$ cat config.mk
export PLATFORM = sky130hd
export DESIGN_NAME = amdct_top
export DESIGN_NICKNAME = d
export VERILOG_FILES = /design/src/amdct_divider.v /design/src/amdct_top.v
export VERILOG_INCLUDE_DIRS = /design/src /design/src/src
export SDC_FILE = /design/constraint.sdc
export NUM_CORES = 1
export LEC_CHECK = 0
export ABC_AREA = 1
export BUFFER_PORTS_ARGS = -buffer_cell sky130_fd_sc_hd__buf_4
export CORE_MARGIN = 2
export CORE_UTILIZATION = 60
export CTS_BUF_LIST = sky130_fd_sc_hd__clkbuf_8
export DETAILED_ROUTE_END_ITERATION = 16
export GPL_TIMING_DRIVEN = 0
export PLACE_DENSITY = 0.81
export SYNTH_ARGS = -nofsm -noshare
export SYNTH_HDL_FRONTEND = slang
export SYNTH_SLANG_ARGS = --single-unit
$ cat constraint.sdc
create_clock -name pclk -period 4.11 [get_ports pclk]
set_clock_uncertainty 0.15 [all_clocks]
set_input_delay 0.2055 -clock pclk [delete_from_list [all_inputs] [get_ports pclk]]
set_output_delay 0.2055 -clock pclk [all_outputs]
set_load 0.01 [all_outputs]
$ cat src/amdct_map.vh
`ifndef AMDCT_MAP_VH
`define AMDCT_MAP_VH
// ==========================================================================
// Register byte addresses.
`define AMDCT_DEPTH_CTRL_ADDR 12'h000
`define AMDCT_MOD_LEVEL_ADDR 12'h004
`define AMDCT_NORM_LEVEL_ADDR 12'h008
`define AMDCT_DEPTH_DISP_ADDR 12'h00c
`define AMDCT_ADC_OUT_ADDR 12'h010
`define AMDCT_TRIM_CTRL_ADDR 12'h014
`define AMDCT_AUX_DEF_ADDR 12'h018
`define AMDCT_COMMAND_ADDR 12'h01c
`define AMDCT_STATUS_ADDR 12'h020
// ==========================================================================
// Field positions.
`define AMDCT_SRC_SEL_BIT 7
`define AMDCT_CODE_MSB 6
`define AMDCT_CODE_LSB 1
`define AMDCT_TRIM_SEL_BIT 4
`define AMDCT_TRIM_AUTO_BIT 5
`define AMDCT_KEYING_BIT 0
`define AMDCT_CMD_CAL_BIT 0
`define AMDCT_CMD_MEAS_BIT 1
`define AMDCT_ST_BUSY_BIT 0
`define AMDCT_ST_DONE_BIT 1
// ==========================================================================
// Reset values.
`define AMDCT_DEPTH_CTRL_RST 8'h00
`define AMDCT_MOD_LEVEL_RST 8'h00
`define AMDCT_NORM_LEVEL_RST 8'h00
`define AMDCT_TRIM_CTRL_RST 8'h00
`define AMDCT_AUX_DEF_RST 8'h00
// ==========================================================================
// Timing: settle time after a driver change, in ns, at a 20 ns clock.
`define AMDCT_SETTLE_NS 200
`define AMDCT_CLK_NS 20
`define AMDCT_SETTLE_CYC ((`AMDCT_SETTLE_NS + `AMDCT_CLK_NS - 1) / `AMDCT_CLK_NS)
`endif

$ cat src/amdct_divider.v
`default_nettype none
// ==========================================================================
// Target level: amplitude * 64 / (64 + code), computed by restoring division.
module amdct_divider (
    // Clock and reset.
    input wire pclk,
    input wire presetn,
    // Request.
    input wire start,
    input wire [7:0] amplitude,
    input wire [5:0] code,
    // Result.
    output reg done,
    output reg [7:0] quotient
);
    reg [13:0] rem_reg;
    reg [7:0] quo_reg;
    reg [3:0] cnt_reg;
    reg busy_reg;
    wire [6:0] divisor = {1'b1, code};
    wire [14:0] trial = {rem_reg, 1'b0};
    wire [14:0] diff = trial - {6'h00, divisor, 2'b00};
    always @(posedge pclk or negedge presetn) begin
        if (!presetn) begin
            rem_reg <= 14'h0000;
            quo_reg <= 8'h00;
            cnt_reg <= 4'h0;
            busy_reg <= 1'b0;
            done <= 1'b0;
            quotient <= 8'h00;
        end else begin
            done <= 1'b0;
            if (start) begin
                rem_reg <= {6'h00, amplitude};
                quo_reg <= 8'h00;
                cnt_reg <= 4'h0;
                busy_reg <= 1'b1;
            end else if (busy_reg) begin
                if (!diff[14]) begin
                    rem_reg <= diff[13:0];
                    quo_reg <= {quo_reg[6:0], 1'b1};
                end else begin
                    rem_reg <= trial[13:0];
                    quo_reg <= {quo_reg[6:0], 1'b0};
                end
                cnt_reg <= cnt_reg + 4'h1;
                if (cnt_reg == 4'h7) begin
                    busy_reg <= 1'b0;
                    done <= 1'b1;
                    quotient <= diff[14] ? {quo_reg[6:0], 1'b0} : {quo_reg[6:0], 1'b1};
                end
            end
        end
    end
endmodule // amdct_divider
`default_nettype wire

$ cat src/amdct_top.v
// Chosen here: the address map and the APB interface to the registers.
`include "amdct_map.vh"
`default_nettype none
module amdct_top (
    // APB slave.
    input wire pclk,
    input wire presetn,
    input wire psel,
    input wire penable,
    input wire pwrite,
    input wire [11:0] paddr,
    input wire [31:0] pwdata,
    output reg [31:0] prdata,
    output reg pready,
    output reg pslverr,
    // Transmitter and modulation.
    input wire tx_modulate,
    output reg tx_enable,
    output reg [7:0] antenna_driver_out_a,
    output reg [7:0] antenna_driver_out_b,
    // Amplitude converter over both receive inputs.
    output reg adc_start,
    input wire adc_done,
    input wire [7:0] adc_amplitude,
    // Tuning switches and automatic antenna calibration result.
    input wire [3:0] auto_trim,
    output reg [3:0] tuning_switch_a,
    output reg [3:0] tuning_switch_b
);
    // ======================================================================
    // State codes.
    localparam ST_IDLE = 3'd0;
    localparam ST_SETTLE = 3'd1;
    localparam ST_MEAS = 3'd2;
    localparam ST_DIV = 3'd3;
    localparam ST_TRIAL = 3'd4;
    localparam ST_TMEAS = 3'd5;
    localparam ST_DONE = 3'd6;
    localparam [7:0] SETTLE_CYC = `AMDCT_SETTLE_CYC;

    // ======================================================================
    // Registers.
    reg [7:0] depth_target_control_reg;
    reg [7:0] mod_level_reg;
    reg [7:0] norm_level_reg;
    reg [7:0] depth_disp_reg;
    reg [7:0] adc_out_reg;
    reg [7:0] trim_ctrl_reg;
    reg [7:0] aux_def_reg;
    reg [7:0] calib_reg;
    reg [7:0] target_reg;
    reg [7:0] trial_mask_reg;
    reg [7:0] best_reg;
    reg [8:0] best_err_reg;
    reg [7:0] settle_reg;
    reg [2:0] state_reg;
    reg done_flag_reg;
    reg div_start_reg;
    reg meas_busy_reg;
    reg tx_mod_s1_reg;
    reg tx_mod_s2_reg;
    reg adc_done_s1_reg;
    reg adc_done_s2_reg;
    reg adc_done_d_reg;
    wire div_done;
    wire [7:0] div_quot;
    wire depth_source_select = depth_target_control_reg[`AMDCT_SRC_SEL_BIT];
    wire [5:0] target_depth_code =
        depth_target_control_reg[`AMDCT_CODE_MSB:`AMDCT_CODE_LSB];
    wire tx_keying_select = aux_def_reg[`AMDCT_KEYING_BIT];
    wire busy = (state_reg != ST_IDLE);
    wire apb_wr = psel && penable && pwrite && pready;
    wire apb_rd = psel && !penable && !pwrite;
    wire adc_evt = adc_done_s2_reg && !adc_done_d_reg;

    // Absolute distance between a measurement and the target.
    function [8:0] amdct_dist;
        input [7:0] x;
        input [7:0] y;
        begin
            amdct_dist = (x > y) ? {1'b0, x - y} : {1'b0, y - x};
        end
    endfunction

    // Register read decode.
    function [7:0] amdct_rd;
        input [11:0] a;
        begin
            case (a)
                `AMDCT_DEPTH_CTRL_ADDR: amdct_rd = depth_target_control_reg;
                `AMDCT_MOD_LEVEL_ADDR: amdct_rd = mod_level_reg;
                `AMDCT_NORM_LEVEL_ADDR: amdct_rd = norm_level_reg;
                `AMDCT_DEPTH_DISP_ADDR: amdct_rd = depth_disp_reg;
                `AMDCT_ADC_OUT_ADDR: amdct_rd = adc_out_reg;
                `AMDCT_TRIM_CTRL_ADDR: amdct_rd = trim_ctrl_reg;
                `AMDCT_AUX_DEF_ADDR: amdct_rd = aux_def_reg;
                `AMDCT_STATUS_ADDR: amdct_rd = {6'h00, done_flag_reg, busy};
                default: amdct_rd = 8'h00;
            endcase
        end
    endfunction

    function amdct_mapped;
        input [11:0] a;
        begin
            amdct_mapped = (a <= `AMDCT_STATUS_ADDR) && (a[1:0] == 2'b00);
        end
    endfunction

    amdct_divider u_div (
        .pclk(pclk),
        .presetn(presetn),
        .start(div_start_reg),
        .amplitude(adc_out_reg),
        .code(target_depth_code),
        .done(div_done),
        .quotient(div_quot)
    );

    // ======================================================================
    // APB slave: one wait state, read data captured in setup.
    always @(posedge pclk or negedge presetn) begin
        if (!presetn) begin
            pready <= 1'b0;
            pslverr <= 1'b0;
            prdata <= 32'h0000_0000;
        end else begin
            pready <= psel && penable && !pready;
            pslverr <= psel && penable && !pready && !amdct_mapped(paddr);
            if (apb_rd) begin
                prdata <= {24'h00_0000, amdct_rd(paddr)};
            end
        end
    end

    // ======================================================================
    // Software registers.
    always @(posedge pclk or negedge presetn) begin
        if (!presetn) begin
            depth_target_control_reg <= `AMDCT_DEPTH_CTRL_RST;
            mod_level_reg <= `AMDCT_MOD_LEVEL_RST;
            norm_level_reg <= `AMDCT_NORM_LEVEL_RST;
            trim_ctrl_reg <= `AMDCT_TRIM_CTRL_RST;
            aux_def_reg <= `AMDCT_AUX_DEF_RST;
        end else if (apb_wr) begin
            case (paddr)
                `AMDCT_DEPTH_CTRL_ADDR: depth_target_control_reg <= pwdata[7:0];
                `AMDCT_MOD_LEVEL_ADDR: mod_level_reg <= pwdata[7:0];
                `AMDCT_NORM_LEVEL_ADDR: norm_level_reg <= pwdata[7:0];
                `AMDCT_TRIM_CTRL_ADDR: trim_ctrl_reg <= pwdata[7:0];
                `AMDCT_AUX_DEF_ADDR: aux_def_reg <= pwdata[7:0];
                default: depth_target_control_reg <= depth_target_control_reg;
            endcase
        end
    end

    // ======================================================================
    // Input synchronisers.
    always @(posedge pclk or negedge presetn) begin
        if (!presetn) begin
            tx_mod_s1_reg <= 1'b0;
            tx_mod_s2_reg <= 1'b0;
            adc_done_s1_reg <= 1'b0;
            adc_done_s2_reg <= 1'b0;
            adc_done_d_reg <= 1'b0;
        end else begin
            tx_mod_s1_reg <= tx_modulate;
            tx_mod_s2_reg <= tx_mod_s1_reg;
            adc_done_s1_reg <= adc_done;
            adc_done_s2_reg <= adc_done_s1_reg;
            adc_done_d_reg <= adc_done_s2_reg;
        end
    end

    // ======================================================================
    // Calibration and measurement sequencer.
    always @(posedge pclk or negedge presetn) begin
        if (!presetn) begin
            state_reg <= ST_IDLE;
            calib_reg <= 8'hff;
            target_reg <= 8'h00;
            trial_mask_reg <= 8'h00;
            best_reg <= 8'hff;
            best_err_reg <= 9'h1ff;
            settle_reg <= 8'h00;
            depth_disp_reg <= 8'h00;
            adc_out_reg <= 8'h00;
            done_flag_reg <= 1'b0;
            div_start_reg <= 1'b0;
            meas_busy_reg <= 1'b0;
            adc_start <= 1'b0;
        end else begin
            div_start_reg <= 1'b0;
            adc_start <= 1'b0;
            if (apb_wr && paddr == `AMDCT_STATUS_ADDR && pwdata[`AMDCT_ST_DONE_BIT]) begin
                done_flag_reg <= 1'b0;
            end
            case (state_reg)
                ST_IDLE: begin
                    if (apb_wr && paddr == `AMDCT_COMMAND_ADDR) begin
                        meas_busy_reg <= pwdata[`AMDCT_CMD_MEAS_BIT] &&
                            !pwdata[`AMDCT_CMD_CAL_BIT];
                        if (pwdata[`AMDCT_CMD_CAL_BIT] || pwdata[`AMDCT_CMD_MEAS_BIT]) begin
                            calib_reg <= norm_level_reg;
                            settle_reg <= SETTLE_CYC;
                            state_reg <= ST_SETTLE;
                        end
                    end
                end
                ST_SETTLE: begin
                    settle_reg <= settle_reg - 8'd1;
                    if (settle_reg == 8'd1) begin
                        adc_start <= 1'b1;
                        state_reg <= ST_MEAS;
                    end
                end
                ST_MEAS: begin
                    if (adc_evt) begin
                        adc_out_reg <= adc_amplitude;
                        if (meas_busy_reg) begin
                            state_reg <= ST_DONE;
                        end else begin
                            div_start_reg <= 1'b1;
                            state_reg <= ST_DIV;
                        end
                    end
                end
                ST_DIV: begin
                    if (div_done) begin
                        target_reg <= div_quot;
                        best_err_reg <= 9'h1ff;
                        calib_reg <= 8'h7f;
                        trial_mask_reg <= 8'h80;
                        settle_reg <= SETTLE_CYC;
                        state_reg <= ST_TRIAL;
                    end
                end
                ST_TRIAL: begin
                    settle_reg <= settle_reg - 8'd1;
                    if (settle_reg == 8'd1) begin
                        adc_start <= 1'b1;
                        state_reg <= ST_TMEAS;
                    end
                end
                ST_TMEAS: begin
                    if (adc_evt) begin
                        if (amdct_dist(adc_amplitude, target_reg) < best_err_reg) begin
                            best_err_reg <= amdct_dist(adc_amplitude, target_reg);
                            best_reg <= calib_reg;
                        end
                        if (adc_amplitude < target_reg) begin
                            calib_reg <= calib_reg | trial_mask_reg;
                        end
                        if (trial_mask_reg == 8'h01) begin
                            state_reg <= ST_DONE;
                        end else begin
                            calib_reg <= ((adc_amplitude < target_reg) ?
                                (calib_reg | trial_mask_reg) : calib_reg) &
                                ~(trial_mask_reg >> 1);
                            trial_mask_reg <= trial_mask_reg >> 1;
                            settle_reg <= SETTLE_CYC;
                            state_reg <= ST_TRIAL;
                        end
                    end
                end
                ST_DONE: begin
                    if (!meas_busy_reg) begin
                        depth_disp_reg <= best_reg;
                    end
                    done_flag_reg <= 1'b1;
                    meas_busy_reg <= 1'b0;
                    state_reg <= ST_IDLE;
                end
                default: state_reg <= ST_IDLE;
            endcase
        end
    end

    // ======================================================================
    // Driver segments and tuning switches. A set bit enables a segment.
    always @(posedge pclk or negedge presetn) begin
        if (!presetn) begin
            tx_enable <= 1'b0;
            antenna_driver_out_a <= 8'h00;
            antenna_driver_out_b <= 8'h00;
            tuning_switch_a <= 4'h0;
            tuning_switch_b <= 4'h0;
        end else begin
            tx_enable <= busy && !(state_reg == ST_DONE);
            if (state_reg == ST_TRIAL || state_reg == ST_TMEAS) begin
                antenna_driver_out_a <= calib_reg;
                antenna_driver_out_b <= calib_reg;
            end else if (tx_mod_s2_reg && !tx_keying_select) begin
                antenna_driver_out_a <= 8'h00;
                antenna_driver_out_b <= 8'h00;
            end else if (tx_mod_s2_reg) begin
                antenna_driver_out_a <= depth_source_select ? ~mod_level_reg :
                    depth_disp_reg;
                antenna_driver_out_b <= depth_source_select ? ~mod_level_reg :
                    depth_disp_reg;
            end else begin
                antenna_driver_out_a <= ~norm_level_reg;
                antenna_driver_out_b <= ~norm_level_reg;
            end
            if (trim_ctrl_reg[`AMDCT_TRIM_SEL_BIT]) begin
                tuning_switch_a <= trim_ctrl_reg[3:0];
                tuning_switch_b <= trim_ctrl_reg[3:0];
            end else if (trim_ctrl_reg[`AMDCT_TRIM_AUTO_BIT]) begin
                tuning_switch_a <= auto_trim;
                tuning_switch_b <= auto_trim;
            end else begin
                tuning_switch_a <= 4'h0;
                tuning_switch_b <= 4'h0;
            end
        end
    end
endmodule // amdct_top
`default_nettype wire
==> results of run 1 <==
metal layers:
metal	GRT usage (%)	up-vias	part of all wire, %
met3	4.30	55	6.7
met1	38.5	4255	44
met2	46.1	338	47
met4	9.75	0	2.6
met5	0	-	0
li1	-	4513	-
how the worst max path moves through the flow:
stage	startpoint	to	slack (ns)	cells after the start
after floorplan	target_reg[3]	best_reg[6]	1.03	22
after global placement	adc_amplitude[5]	best_reg[6]	0.37	23
after detailed placement	adc_amplitude[0]	best_reg[7]	0.30	25
after CTS	adc_amplitude[0]	best_reg[7]	0.21	24
after global routing	adc_amplitude[0]	best_reg[1]	0.06	26
final	adc_amplitude[0]	best_reg[0]	0.36	26
synthesized netlist by cell type (all sizes together):
master and instances:
buf 49, a31oi 1, inv 182, a21oi 36
ha 31, dfrtp 150, conb 1, dfstp 25
xor2 7, nand3b 3, a22oi 6, nor3b 3
nor3 5, nor4 1, a21o 1, o21a 2
and3 1, fa 3, a22o 1, clkinv 2
o22ai 16, nor2 111, o21ai 120, clkbuf 20
or2 3, o31ai 1, nand2 408, a211oi 1
nand3 129, mux2 1, o211ai 1, xnor2 7
nand4 14
power groups by stage:
| stage | clock network, mW | registers [mW] | logic (mW) |
|---|---|---|---|
| finish | 1.14 | 2.50 | 2.91 |
| global route | 1.22 | 2.54 | 3.33 |
| CTS | 1.15 | 2.49 | 2.88 |
| detailed placement | 0 | 2.52 | 2.84 |
| global placement | 0 | 2.50 | 2.74 |
| floorplan | 0 | 2.43 | 2.15 |
layout make-up:
class	count	area [um^2]	share of cell area, %
Timing Repair Buffer	104	881	7.56
Multi-Input combinational cell	937	4590	39.4
Sequential cell	175	4410	37.9
Buffer	69	432	3.70
Inverter	184	691	5.93
Clock buffer	17	234	2.01
Clock inverter	14	135	1.16
Tap cell	220	275	2.36
cell usage in the layout (no fill, tap or decap), types with 6 or more instances in the layout:
cell type                       netlist  layout
sky130_fd_sc_hd__clkbuf_8             0      17
sky130_fd_sc_hd__dlygate4sd3_1        0      29
sky130_fd_sc_hd__nor2_2               9       9
sky130_fd_sc_hd__a21oi_1             36      36
sky130_fd_sc_hd__nor2_1              97      96
sky130_fd_sc_hd__conb_1               1      24
sky130_fd_sc_hd__clkbuf_1            19      18
sky130_fd_sc_hd__buf_2                8       7
sky130_fd_sc_hd__buf_4               40     113
sky130_fd_sc_hd__nor2_4               5       6
sky130_fd_sc_hd__o21ai_0             69      69
sky130_fd_sc_hd__nand3_1            121     121
sky130_fd_sc_hd__nand4_1             12      12
sky130_fd_sc_hd__nand3_2              8       8
sky130_fd_sc_hd__nand2_1            403     403
sky130_fd_sc_hd__a22oi_1              6       6
sky130_fd_sc_hd__ha_1                31      31
sky130_fd_sc_hd__inv_1              168     169
sky130_fd_sc_hd__inv_2               14      14
sky130_fd_sc_hd__xor2_1               7       7
sky130_fd_sc_hd__dfstp_2             25      25
sky130_fd_sc_hd__xnor2_1              7       7
sky130_fd_sc_hd__o21ai_1             50      50
sky130_fd_sc_hd__dfrtp_1            150     150
sky130_fd_sc_hd__o22ai_1             16      16
tightest hold or removal path: cells and delay by family:
family | cells | cell delay, ns
and+or+nand+nor | 3 | 0.18
buffers and inverters | 2 | 0.26
what timing repair did:
item	4_1_cts	5_1_grt
endpoints found under the setup margin	0	12
hold endpoints to repair	142	0
hold buffers	29	0
resized for setup	0	5
cells by family after synthesis:
kind of cell,count (synthesis),share of synthesized area [%]
mux,1,0.112
buf+inv,253,11.2
compound gates,186,9.87
fa+ha+maj,34,4.47
xor+xnor,14,1.22
other cells,1,0.0374
flops,175,44.0
simple gates,678,29.2
==> run metrics, run 1 <==
number of pins with negative max-slew slack in the final report=0; post-placement cell count=1660; Worst Hold Endpoint=prdata[6]; peak supply drop=0.000335 V; Combinational Power Share=44.4%; cell class contributing the biggest share of worst-path delay=simple AND/OR/NAND/NOR gates; fraction of final layout cells with drive strength greater than 1=15.5%; count of synthesis-stage warnings from yosys=0; fraction of power spent switching nets=42.6%; number of nets in the finished design=1585; CP max-delay cell=sky130_fd_sc_hd__dlygate4sd3_1; number of violations of the max-capacitance limit=0; post-synthesis cell area=0.0100 mm^2; Die Width=133 um; Worst R2R Setup Slack=0.46 ns; routed wire length=24300 um; root buffer cell=sky130_fd_sc_hd__clkbuf_8; FMAX=267 MHz; Clock power frac=17.4%; worst min path class=in -> reg; Reg2Reg Launch Point=target_reg[4]; relative area change from synthesis to final layout=16.2%; maximum number of pins on one net before global-route repair=125; most frequent CP cell=sky130_fd_sc_hd__nand2_1; cell types with the largest area share after synthesis=sky130_fd_sc_hd__dfrtp_1 37%, sky130_fd_sc_hd__nand2_1 15%, sky130_fd_sc_hd__dfstp_2 6.6%; Fin Hold WS=0.0535 ns; routability-driven placement congestion ratio=0.956; CP Data Required Time=4.33 ns; filler cell count in the final layout=1356; initial antenna violation count=0; PD cells=562 mW/mm^2; TritonCTS Buffers=17; cell-internal power=3.75 mW; slew at the pin closest to its max-slew limit=0.689 ns; Design Power=6.54 mW; number of detailed-route iterations in the first pass=5; run status=finished, final reports clean; number of buffers and inverters on the critical path=7; port bufs=74; DP Area=0.0110 mm^2; postcts setup bufs=0; CP max stage delay=0.54 ns; sequential cell fraction of total power=38.1%; start point of the worst hold path=penable; DRC violation total after the first TritonRoute iteration=755; non-filler cells in the finished layout=1720; row count=47; via total after detailed routing=9161; post-synth cell types=46; total overflow reported by the global router=0; arrival time of data at the critical path endpoint=3.97 ns; per-cell via count in the routed design=5.33; TritonCTS clock tree=done; area of the core=0.0165 mm^2; floorplan die height=133 um; wire length per cell=14.1 um; TritonCTS Sinks=175; Worst Setup Start Kind=input pin; Antenna Diode Count=0; Crit Path Category=in -> reg; global-route wire length before repair=40200 um; Worst-path clk slew=0.10 ns; via count of the first global-routing pass=8528; final core utilization=70.8%; final instance area=0.0117 mm^2; post-synthesis cell type with the largest combined area=sky130_fd_sc_hd__dfrtp_1; switching power of the nets=2.79 mW; number of instances in the synthesized netlist=1342; Min Clock Period, post-route=3.75 ns; io pins=123; share of synthesized area occupied by flip-flops and latches=44.0%; Starting Density=60.9%; htree depth=4; hpwl dp=18000 um; Worst Setup End Kind=flop; max reg flops=14; setup_tns=0 ns; reg2reg end=best_reg[0]; Hold Crit Depth=5; Worst Setup Slack, final=0.362 ns; unrepaired setup endpoints after global routing=no; Crit Path Max Fanout=10; final hold violation count=0; fin crit share=91.2%; flip-flop and latch count after synthesis=175; Lkg Pwr=6.13 nW; worst r2r path cells=22; Worst Setup Slack post-DPL=0.300 ns; Die Footprint=0.0178 mm^2; antenna-violating nets left=0; Post-Syn Area per Cell=7.47 um^2; number of remaining DRC errors=0; number of endpoints failing setup at the final stage=0; max-slew headroom at the worst pin=53.9%; maximum buffer depth of the clock tree=2; Total GRT Usage=28.1%; area fraction of the dominant cell type after synthesis=37.4%; Clk Latency, worst-skew pair=0.47 ns
No activity file was read; power rests on OpenSTA's default activity.
==> run 2, diff against run 1 <==
--- a/config.mk
+++ b/config.mk
@@ -9,11 +9,11 @@
 export ABC_AREA = 1
 export BUFFER_PORTS_ARGS = -buffer_cell sky130_fd_sc_hd__buf_4
 export CORE_MARGIN = 2
-export CORE_UTILIZATION = 60
+export CORE_UTILIZATION = 56
 export CTS_BUF_LIST = sky130_fd_sc_hd__clkbuf_8
 export DETAILED_ROUTE_END_ITERATION = 16
 export GPL_TIMING_DRIVEN = 0
-export PLACE_DENSITY = 0.81
+export PLACE_DENSITY = 0.76
 export SYNTH_ARGS = -nofsm -noshare
 export SYNTH_HDL_FRONTEND = slang
 export SYNTH_SLANG_ARGS = --single-unit
==> run metrics, run 2 (synthesis gave the netlist of run 1 again) <==
unrepaired setup endpoints after global routing=yes (was no); Min Clock Period, post-route=3.78 ns (was 3.75 ns); number of detailed-route iterations in the first pass=5 (unchanged); hpwl dp=18100 um (was 18000 um); number of violations of the max-capacitance limit=0 (unchanged); Die Width=138 um (was 133 um); TritonCTS clock tree=done (unchanged); most frequent standard cell in the layout excluding fill and tap cells=sky130_fd_sc_hd__nand2_1 (unchanged); non-filler cells in the finished layout=1726 (was 1720); maximum buffer depth of the clock tree=2 (unchanged); Fin Hold WS=0.0531 ns (was 0.0535 ns); htree depth=4 (unchanged); reg2reg end=best_reg[3] (was best_reg[0]); Worst-path clk slew=0.10 ns (about the same); CP max-delay cell=sky130_fd_sc_hd__dlygate4sd3_1 (unchanged); routed wire length=24500 um (was 24300 um); number of endpoints failing setup at the final stage=0 (unchanged); final core utilization=67.2% (was 70.8%); DP Area=0.0110 mm^2 (about the same); final hold violation count=0 (unchanged); total overflow reported by the global router=0 (unchanged); wire length per cell=14.2 um (was 14.1 um); Worst Setup Start Kind=input pin (unchanged); worst min path class=in -> reg (unchanged); fraction of final layout cells with drive strength greater than 1=15.6% (was 15.5%); logic depth of the worst setup path including buffers=26 (unchanged); Worst Setup Slack post-DPL=0.302 ns (was 0.300 ns); number of pins with negative max-slew slack in the final report=0 (unchanged); maximum number of pins on one net before global-route repair=113 (was 125); port bufs=74 (unchanged); number of nets in the finished design=1585 (unchanged); FMAX=264 MHz (was 267 MHz); Crit Path Max Fanout=10 (unchanged); routability-driven placement congestion ratio=0.913 (was 0.956); Clk Latency, worst-skew pair=0.47 ns (about the same); relative area change from synthesis to final layout=16.8% (was 16.2%); arrival time of data at the critical path endpoint=4.02 ns (was 3.97 ns); via total after detailed routing=8983 (was 9161); run status=finished, final reports clean (unchanged); post-placement cell count=1665 (was 1660); Die Footprint=0.0190 mm^2 (was 0.0178 mm^2); slew at the pin closest to its max-slew limit=0.725 ns (was 0.689 ns); max-slew headroom at the worst pin=51.5% (was 53.9%); Hold Crit Depth=4 (was 5); global-route wire length before repair=39900 um (was 40200 um); max reg flops=14 (unchanged); worst r2r path cells=23 (was 22); root buffer cell=sky130_fd_sc_hd__clkbuf_8 (unchanged); row count=48 (was 47); commonest non-fill, non-tap cells in the layout=403 x sky130_fd_sc_hd__nand2_1, 169 x sky130_fd_sc_hd__inv_1, 150 x sky130_fd_sc_hd__dfrtp_1, 121 x sky130_fd_sc_hd__nand3_1, 113 x sky130_fd_sc_hd__buf_4 (unchanged); TritonCTS Sinks=175 (unchanged); fin crit share=92.0% (was 91.2%); io pins=123 (unchanged); Worst Setup Slack, final=0.328 ns (was 0.362 ns); number of buffers and inverters on the critical path=7 (unchanged); number of remaining DRC errors=0 (unchanged); via count of the first global-routing pass=8341 (was 8528); CP Data Required Time=4.35 ns (was 4.33 ns); Worst Setup End Kind=flop (unchanged); Total GRT Usage=27.0% (was 28.1%); start point of the worst hold path=paddr[5] (was penable); Antenna Diode Count=0 (unchanged); antenna-violating nets left=0 (unchanged); Worst R2R Setup Slack=0.40 ns (was 0.46 ns); Crit Path Category=in -> reg (unchanged); per-cell via count in the routed design=5.20 (was 5.33); TritonCTS Buffers=17 (unchanged); floorplan die height=138 um (was 133 um); DRC violation total after the first TritonRoute iteration=797 (was 755); CP max stage delay=0.54 ns (about the same); most frequent CP cell=sky130_fd_sc_hd__nand2_1 (unchanged); final instance area=0.0117 mm^2 (about the same); Lkg Pwr=6.17 nW (was 6.13 nW); PD cells=569 mW/mm^2 (was 562 mW/mm^2); Starting Density=57.6% (was 60.9%); postcts setup bufs=0 (unchanged); area of the core=0.0174 mm^2 (was 0.0165 mm^2); initial antenna violation count=0 (unchanged); Worst Hold Endpoint=pslverr (was prdata[6]); Reg2Reg Launch Point=target_reg[5] (was target_reg[4]); peak supply drop=0.000415 V (was 0.000335 V); cell class contributing the biggest share of worst-path delay=simple AND/OR/NAND/NOR gates (unchanged)
==> run 2: worst reg2reg max path: cells and delay by family (launching register included) <==
kind / cells / cell delay (ns)
adders and majority gates: 2 / 0.60
AOI/OAI and AO/OA: 3 / 0.33
buffers and inverters: 4 / 0.50
and+or+nand+nor: 14 / 1.65
DFF: 1 / 0.39
==> run 2: metal layers <==
layer / up-vias / share of wire, % / track usage (%)
met1: 4134 / 45 / 36.6
met5: - / 0 / 0
met2: 295 / 46 / 44.1
li1: 4504 / - / -
met3: 50 / 6.1 / 4.45
met4: 0 / 2.5 / 9.58
==> run 2: worst max path at each step <==
stage,start,to,slack (ns)
2_1_floorplan,target_reg[3],best_reg[6],1.03
3_3_place_gp,adc_amplitude[5],best_reg[7],0.37
3_5_place_dp,adc_amplitude[5],best_reg[7],0.30
4_1_cts,adc_amplitude[0],best_reg[7],0.22
5_1_grt,adc_amplitude[0],best_reg[7],-0.005
6_report,adc_amplitude[0],best_reg[3],0.33
==> run 2: timing repair <==
action / CTS / global route
hold buffers: 29 / 0
gates resized for setup: 0 / 5
endpoints found under the setup margin: 0 / 12
endpoints found under the hold margin: 115 / 0
==> run 2: final cells by class <==
type                    instances  area [um^2]
flip-flops and latches        175         4410
multi-input cells             937         4590
well taps                     225          282
fillers                      1461         5710
repair buffers                104          881
clock inverters                14          179
plain buffers                  69          432
clock buffers                  18          248
inverters                     184          691
==> run 2: where the power goes <==
group          leakage [nW]  internal [mW]  switching [mW]
sequential             2.25           2.19           0.293
combinational          3.71           1.07            1.80
clock                 0.212          0.630           0.672
==> run 2: metrics by stage <==
step,setup TNS (ns),power (mW)
4_1_cts,0,6.68
2_1_floorplan,0,4.58
3_5_place_dp,0,5.35
5_1_grt,-0.00456,7.23
3_3_place_gp,0,5.25
6_report,0,6.66
==> run 3, diff against run 2 <==
--- a/config.mk
+++ b/config.mk
@@ -8,7 +8,7 @@
 export LEC_CHECK = 0
 export ABC_AREA = 1
 export BUFFER_PORTS_ARGS = -buffer_cell sky130_fd_sc_hd__buf_4
-export CORE_MARGIN = 2
+export CORE_MARGIN = 8
 export CORE_UTILIZATION = 56
 export CTS_BUF_LIST = sky130_fd_sc_hd__clkbuf_8
 export DETAILED_ROUTE_END_ITERATION = 16
==> run metrics, run 3 (synthesis gave the netlist of run 1 again) <==
Worst Hold Endpoint=trim_ctrl_reg[0] (was pslverr); cell class contributing the biggest share of worst-path delay=simple AND/OR/NAND/NOR gates (unchanged); Worst-path clk slew=0.10 ns (about the same); Lkg Pwr=6.15 nW (was 6.17 nW); most frequent standard cell in the layout excluding fill and tap cells=sky130_fd_sc_hd__nand2_1 (unchanged); global-route wire length before repair=41500 um (was 39900 um); Fin Hold WS=0.0557 ns (was 0.0531 ns); commonest non-fill, non-tap cells in the layout=403 x sky130_fd_sc_hd__nand2_1, 168 x sky130_fd_sc_hd__inv_1, 150 x sky130_fd_sc_hd__dfrtp_1, 121 x sky130_fd_sc_hd__nand3_1, 113 x sky130_fd_sc_hd__buf_4 (was 403 x sky130_fd_sc_hd__nand2_1, 169 x sky130_fd_sc_hd__inv_1, 150 x sky130_fd_sc_hd__dfrtp_1, 121 x sky130_fd_sc_hd__nand3_1, 113 x sky130_fd_sc_hd__buf_4); max reg flops=14 (unchanged); number of endpoints failing setup at the final stage=0 (unchanged); Die Width=150 um (was 138 um); PD cells=566 mW/mm^2 (was 569 mW/mm^2); switching power of the nets=2.79 mW (was 2.77 mW); number of pins with negative max-slew slack in the final report=0 (unchanged); Worst R2R Setup Slack=0.42 ns (was 0.40 ns); number of remaining DRC errors=0 (unchanged); Clock power frac=19.1% (was 19.5%); root buffer cell=sky130_fd_sc_hd__clkbuf_8 (unchanged); CP max stage delay=0.53 ns (was 0.54 ns); setup_tns=0 ns (unchanged); unrepaired setup endpoints after global routing=no (was yes); number of nets in the finished design=1585 (unchanged); worst r2r path cells=24 (was 23); max-slew headroom at the worst pin=53.5% (was 51.5%); hpwl dp=18500 um (was 18100 um); Crit Path Category=in -> reg (unchanged); total overflow reported by the global router=0 (unchanged); htree depth=4 (unchanged); met2 Track Usage GR=38.2% (was 44.1%); fraction of power spent switching nets=42.0% (was 41.6%); non-filler cells in the finished layout=1730 (was 1726); worst min path class=in -> reg (unchanged); Worst Setup Start Kind=input pin (unchanged); TritonCTS Sinks=175 (unchanged); TritonCTS Buffers=17 (unchanged); via count of the first global-routing pass=8542 (was 8341); arrival time of data at the critical path endpoint=4.00 ns (was 4.02 ns); Clk Latency, worst-skew pair=0.46 ns (was 0.47 ns); slew at the pin closest to its max-slew limit=0.694 ns (was 0.725 ns); area of the core=0.0178 mm^2 (was 0.0174 mm^2); start point of the worst hold path=pwdata[0] (was paddr[5]); DRC violation total after the first TritonRoute iteration=734 (was 797); Antenna Diode Count=0 (unchanged); final hold violation count=0 (unchanged); maximum buffer depth of the clock tree=2 (unchanged); Worst Setup Slack post-DPL=0.309 ns (was 0.302 ns); CP max-delay cell=sky130_fd_sc_hd__dlygate4sd3_1 (unchanged); run status=finished, final reports clean (unchanged); fraction of final layout cells with drive strength greater than 1=15.7% (was 15.6%); FMAX=267 MHz (was 264 MHz); postcts setup bufs=0 (unchanged); busiest grt layer=met2 (unchanged); wire length per cell=14.5 um (was 14.2 um); cell-internal power=3.84 mW (was 3.89 mW); post-placement cell count=1669 (was 1665); most frequent CP cell=sky130_fd_sc_hd__nand2_1 (unchanged); relative area change from synthesis to final layout=16.8% (about the same); routability-driven placement congestion ratio=0.941 (was 0.913); number of detailed-route iterations in the first pass=5 (unchanged); TritonCTS clock tree=done (unchanged); Reg2Reg Launch Point=target_reg[5] (unchanged); sequential cell fraction of total power=37.6% (was 37.3%); Crit Path Max Fanout=10 (unchanged); Worst Setup Slack, final=0.361 ns (was 0.328 ns); fin crit share=91.2% (was 92.0%); Die Footprint=0.0224 mm^2 (was 0.0190 mm^2); row count=49 (was 48); Combinational Power Share=43.3% (was 43.2%); port bufs=74 (unchanged); Total GRT Usage=23.0% (was 27.0%); filler cell count in the final layout=1567 (was 1461); number of buffers and inverters on the critical path=8 (was 7); Hold Crit Depth=3 (was 4); Worst Setup End Kind=flop (unchanged); maximum number of pins on one net before global-route repair=110 (was 113); grt met3 use=3.81% (was 4.45%); routed wire length=25000 um (was 24500 um); per-cell via count in the routed design=5.23 (was 5.20); antenna-violating nets left=0 (unchanged); number of violations of the max-capacitance limit=0 (unchanged); peak supply drop=0.000315 V (was 0.000415 V); Starting Density=56.4% (was 57.6%); io pins=123 (unchanged); CP Data Required Time=4.36 ns (was 4.35 ns); initial antenna violation count=0 (unchanged); global-route met1 utilization=30.0% (was 36.6%); via total after detailed routing=9056 (was 8983); floorplan die height=150 um (was 138 um); Min Clock Period, post-route=3.75 ns (was 3.78 ns); reg2reg end=best_err_reg[4] (was best_reg[3])
## run 3: layout make-up
cell class              count  area, um^2  share of cell area (%)
flip-flops and latches    175        4410                    37.7
clock inverters            14         175                    1.50
clock buffers              18         248                    2.12
multi-input cells         937        4590                    39.2
plain buffers              69         432                    3.69
inverters                 184         691                    5.90
well taps                 229         287                    2.45
repair buffers            104         881                    7.52
## run 3: power by group through the flow
stage / logic [mW] / clock network [mW] / registers, mW
final: 2.87 / 1.27 / 2.49
after global routing: 3.32 / 1.35 / 2.54
after CTS: 2.87 / 1.29 / 2.49
after detailed placement: 2.83 / 0 / 2.52
after global placement: 2.76 / 0 / 2.51
after floorplan: 2.15 / 0 / 2.43
## run 3: per-layer routing
| layer | routed length [um] | share of wire (%) | up-vias |
|---|---|---|---|
| met5 | 0 | 0 | - |
| met1 | 10900 | 44 | 4208 |
| met3 | 1610 | 6.4 | 44 |
| met4 | 514 | 2.1 | 0 |
| met2 | 11900 | 48 | 300 |
| li1 | - | - | 4504 |
## run 3: metrics by stage
step | utilization (%) | total power [mW] | area, um^2
after floorplan | - | 4.58 | 10100
after global placement | 61.6 | 5.27 | 11000
after detailed placement | 61.8 | 5.35 | 11000
after CTS | 65.8 | 6.65 | 11700
after global routing | 65.9 | 7.21 | 11700
final | 65.9 | 6.63 | 11700
## run 3: worst max path at each step
stage | from | end | slack [ns] | cells after the start
6_report | adc_amplitude[5] | best_err_reg[4] | 0.36 | 27
5_1_grt | adc_amplitude[3] | best_reg[7] | 0.04 | 27
4_1_cts | adc_amplitude[0] | best_reg[6] | 0.22 | 26
3_5_place_dp | adc_amplitude[0] | best_reg[6] | 0.31 | 25
3_3_place_gp | adc_amplitude[5] | best_reg[6] | 0.36 | 23
2_1_floorplan | target_reg[3] | best_reg[6] | 1.03 | 22
## run 3: repair_timing
action	in CTS	in global routing
endpoints found under the hold margin	117	0
gates resized for setup	0	4
setup endpoints to repair	0	12
hold buffers	29	0
## run 3: worst register-to-register path: stages, from the launching register on
cell and delay, ns:
sky130_fd_sc_hd__dfrtp_1 0.40, sky130_fd_sc_hd__ha_1 0.38, sky130_fd_sc_hd__nand2_1 0.10, sky130_fd_sc_hd__nand2_1 0.05, sky130_fd_sc_hd__inv_1 0.08, sky130_fd_sc_hd__nor2_1 0.05
sky130_fd_sc_hd__nor2_2 0.36, sky130_fd_sc_hd__nand2_2 0.20, sky130_fd_sc_hd__nand2_2 0.20, sky130_fd_sc_hd__inv_2 0.10, sky130_fd_sc_hd__nand2_1 0.07, sky130_fd_sc_hd__nand2_1 0.07
sky130_fd_sc_hd__inv_1 0.07, sky130_fd_sc_hd__ha_1 0.23, sky130_fd_sc_hd__nand2_1 0.07, sky130_fd_sc_hd__nand2_1 0.04, sky130_fd_sc_hd__a21oi_1 0.11, sky130_fd_sc_hd__o21ai_0 0.09
sky130_fd_sc_hd__nand2_1 0.09, sky130_fd_sc_hd__nand2_1 0.09, sky130_fd_sc_hd__nor2_2 0.18, sky130_fd_sc_hd__clkbuf_4 0.26, sky130_fd_sc_hd__nand2_1 0.08, sky130_fd_sc_hd__nand2_1 0.06
sky130_fd_sc_hd__inv_1 0.04
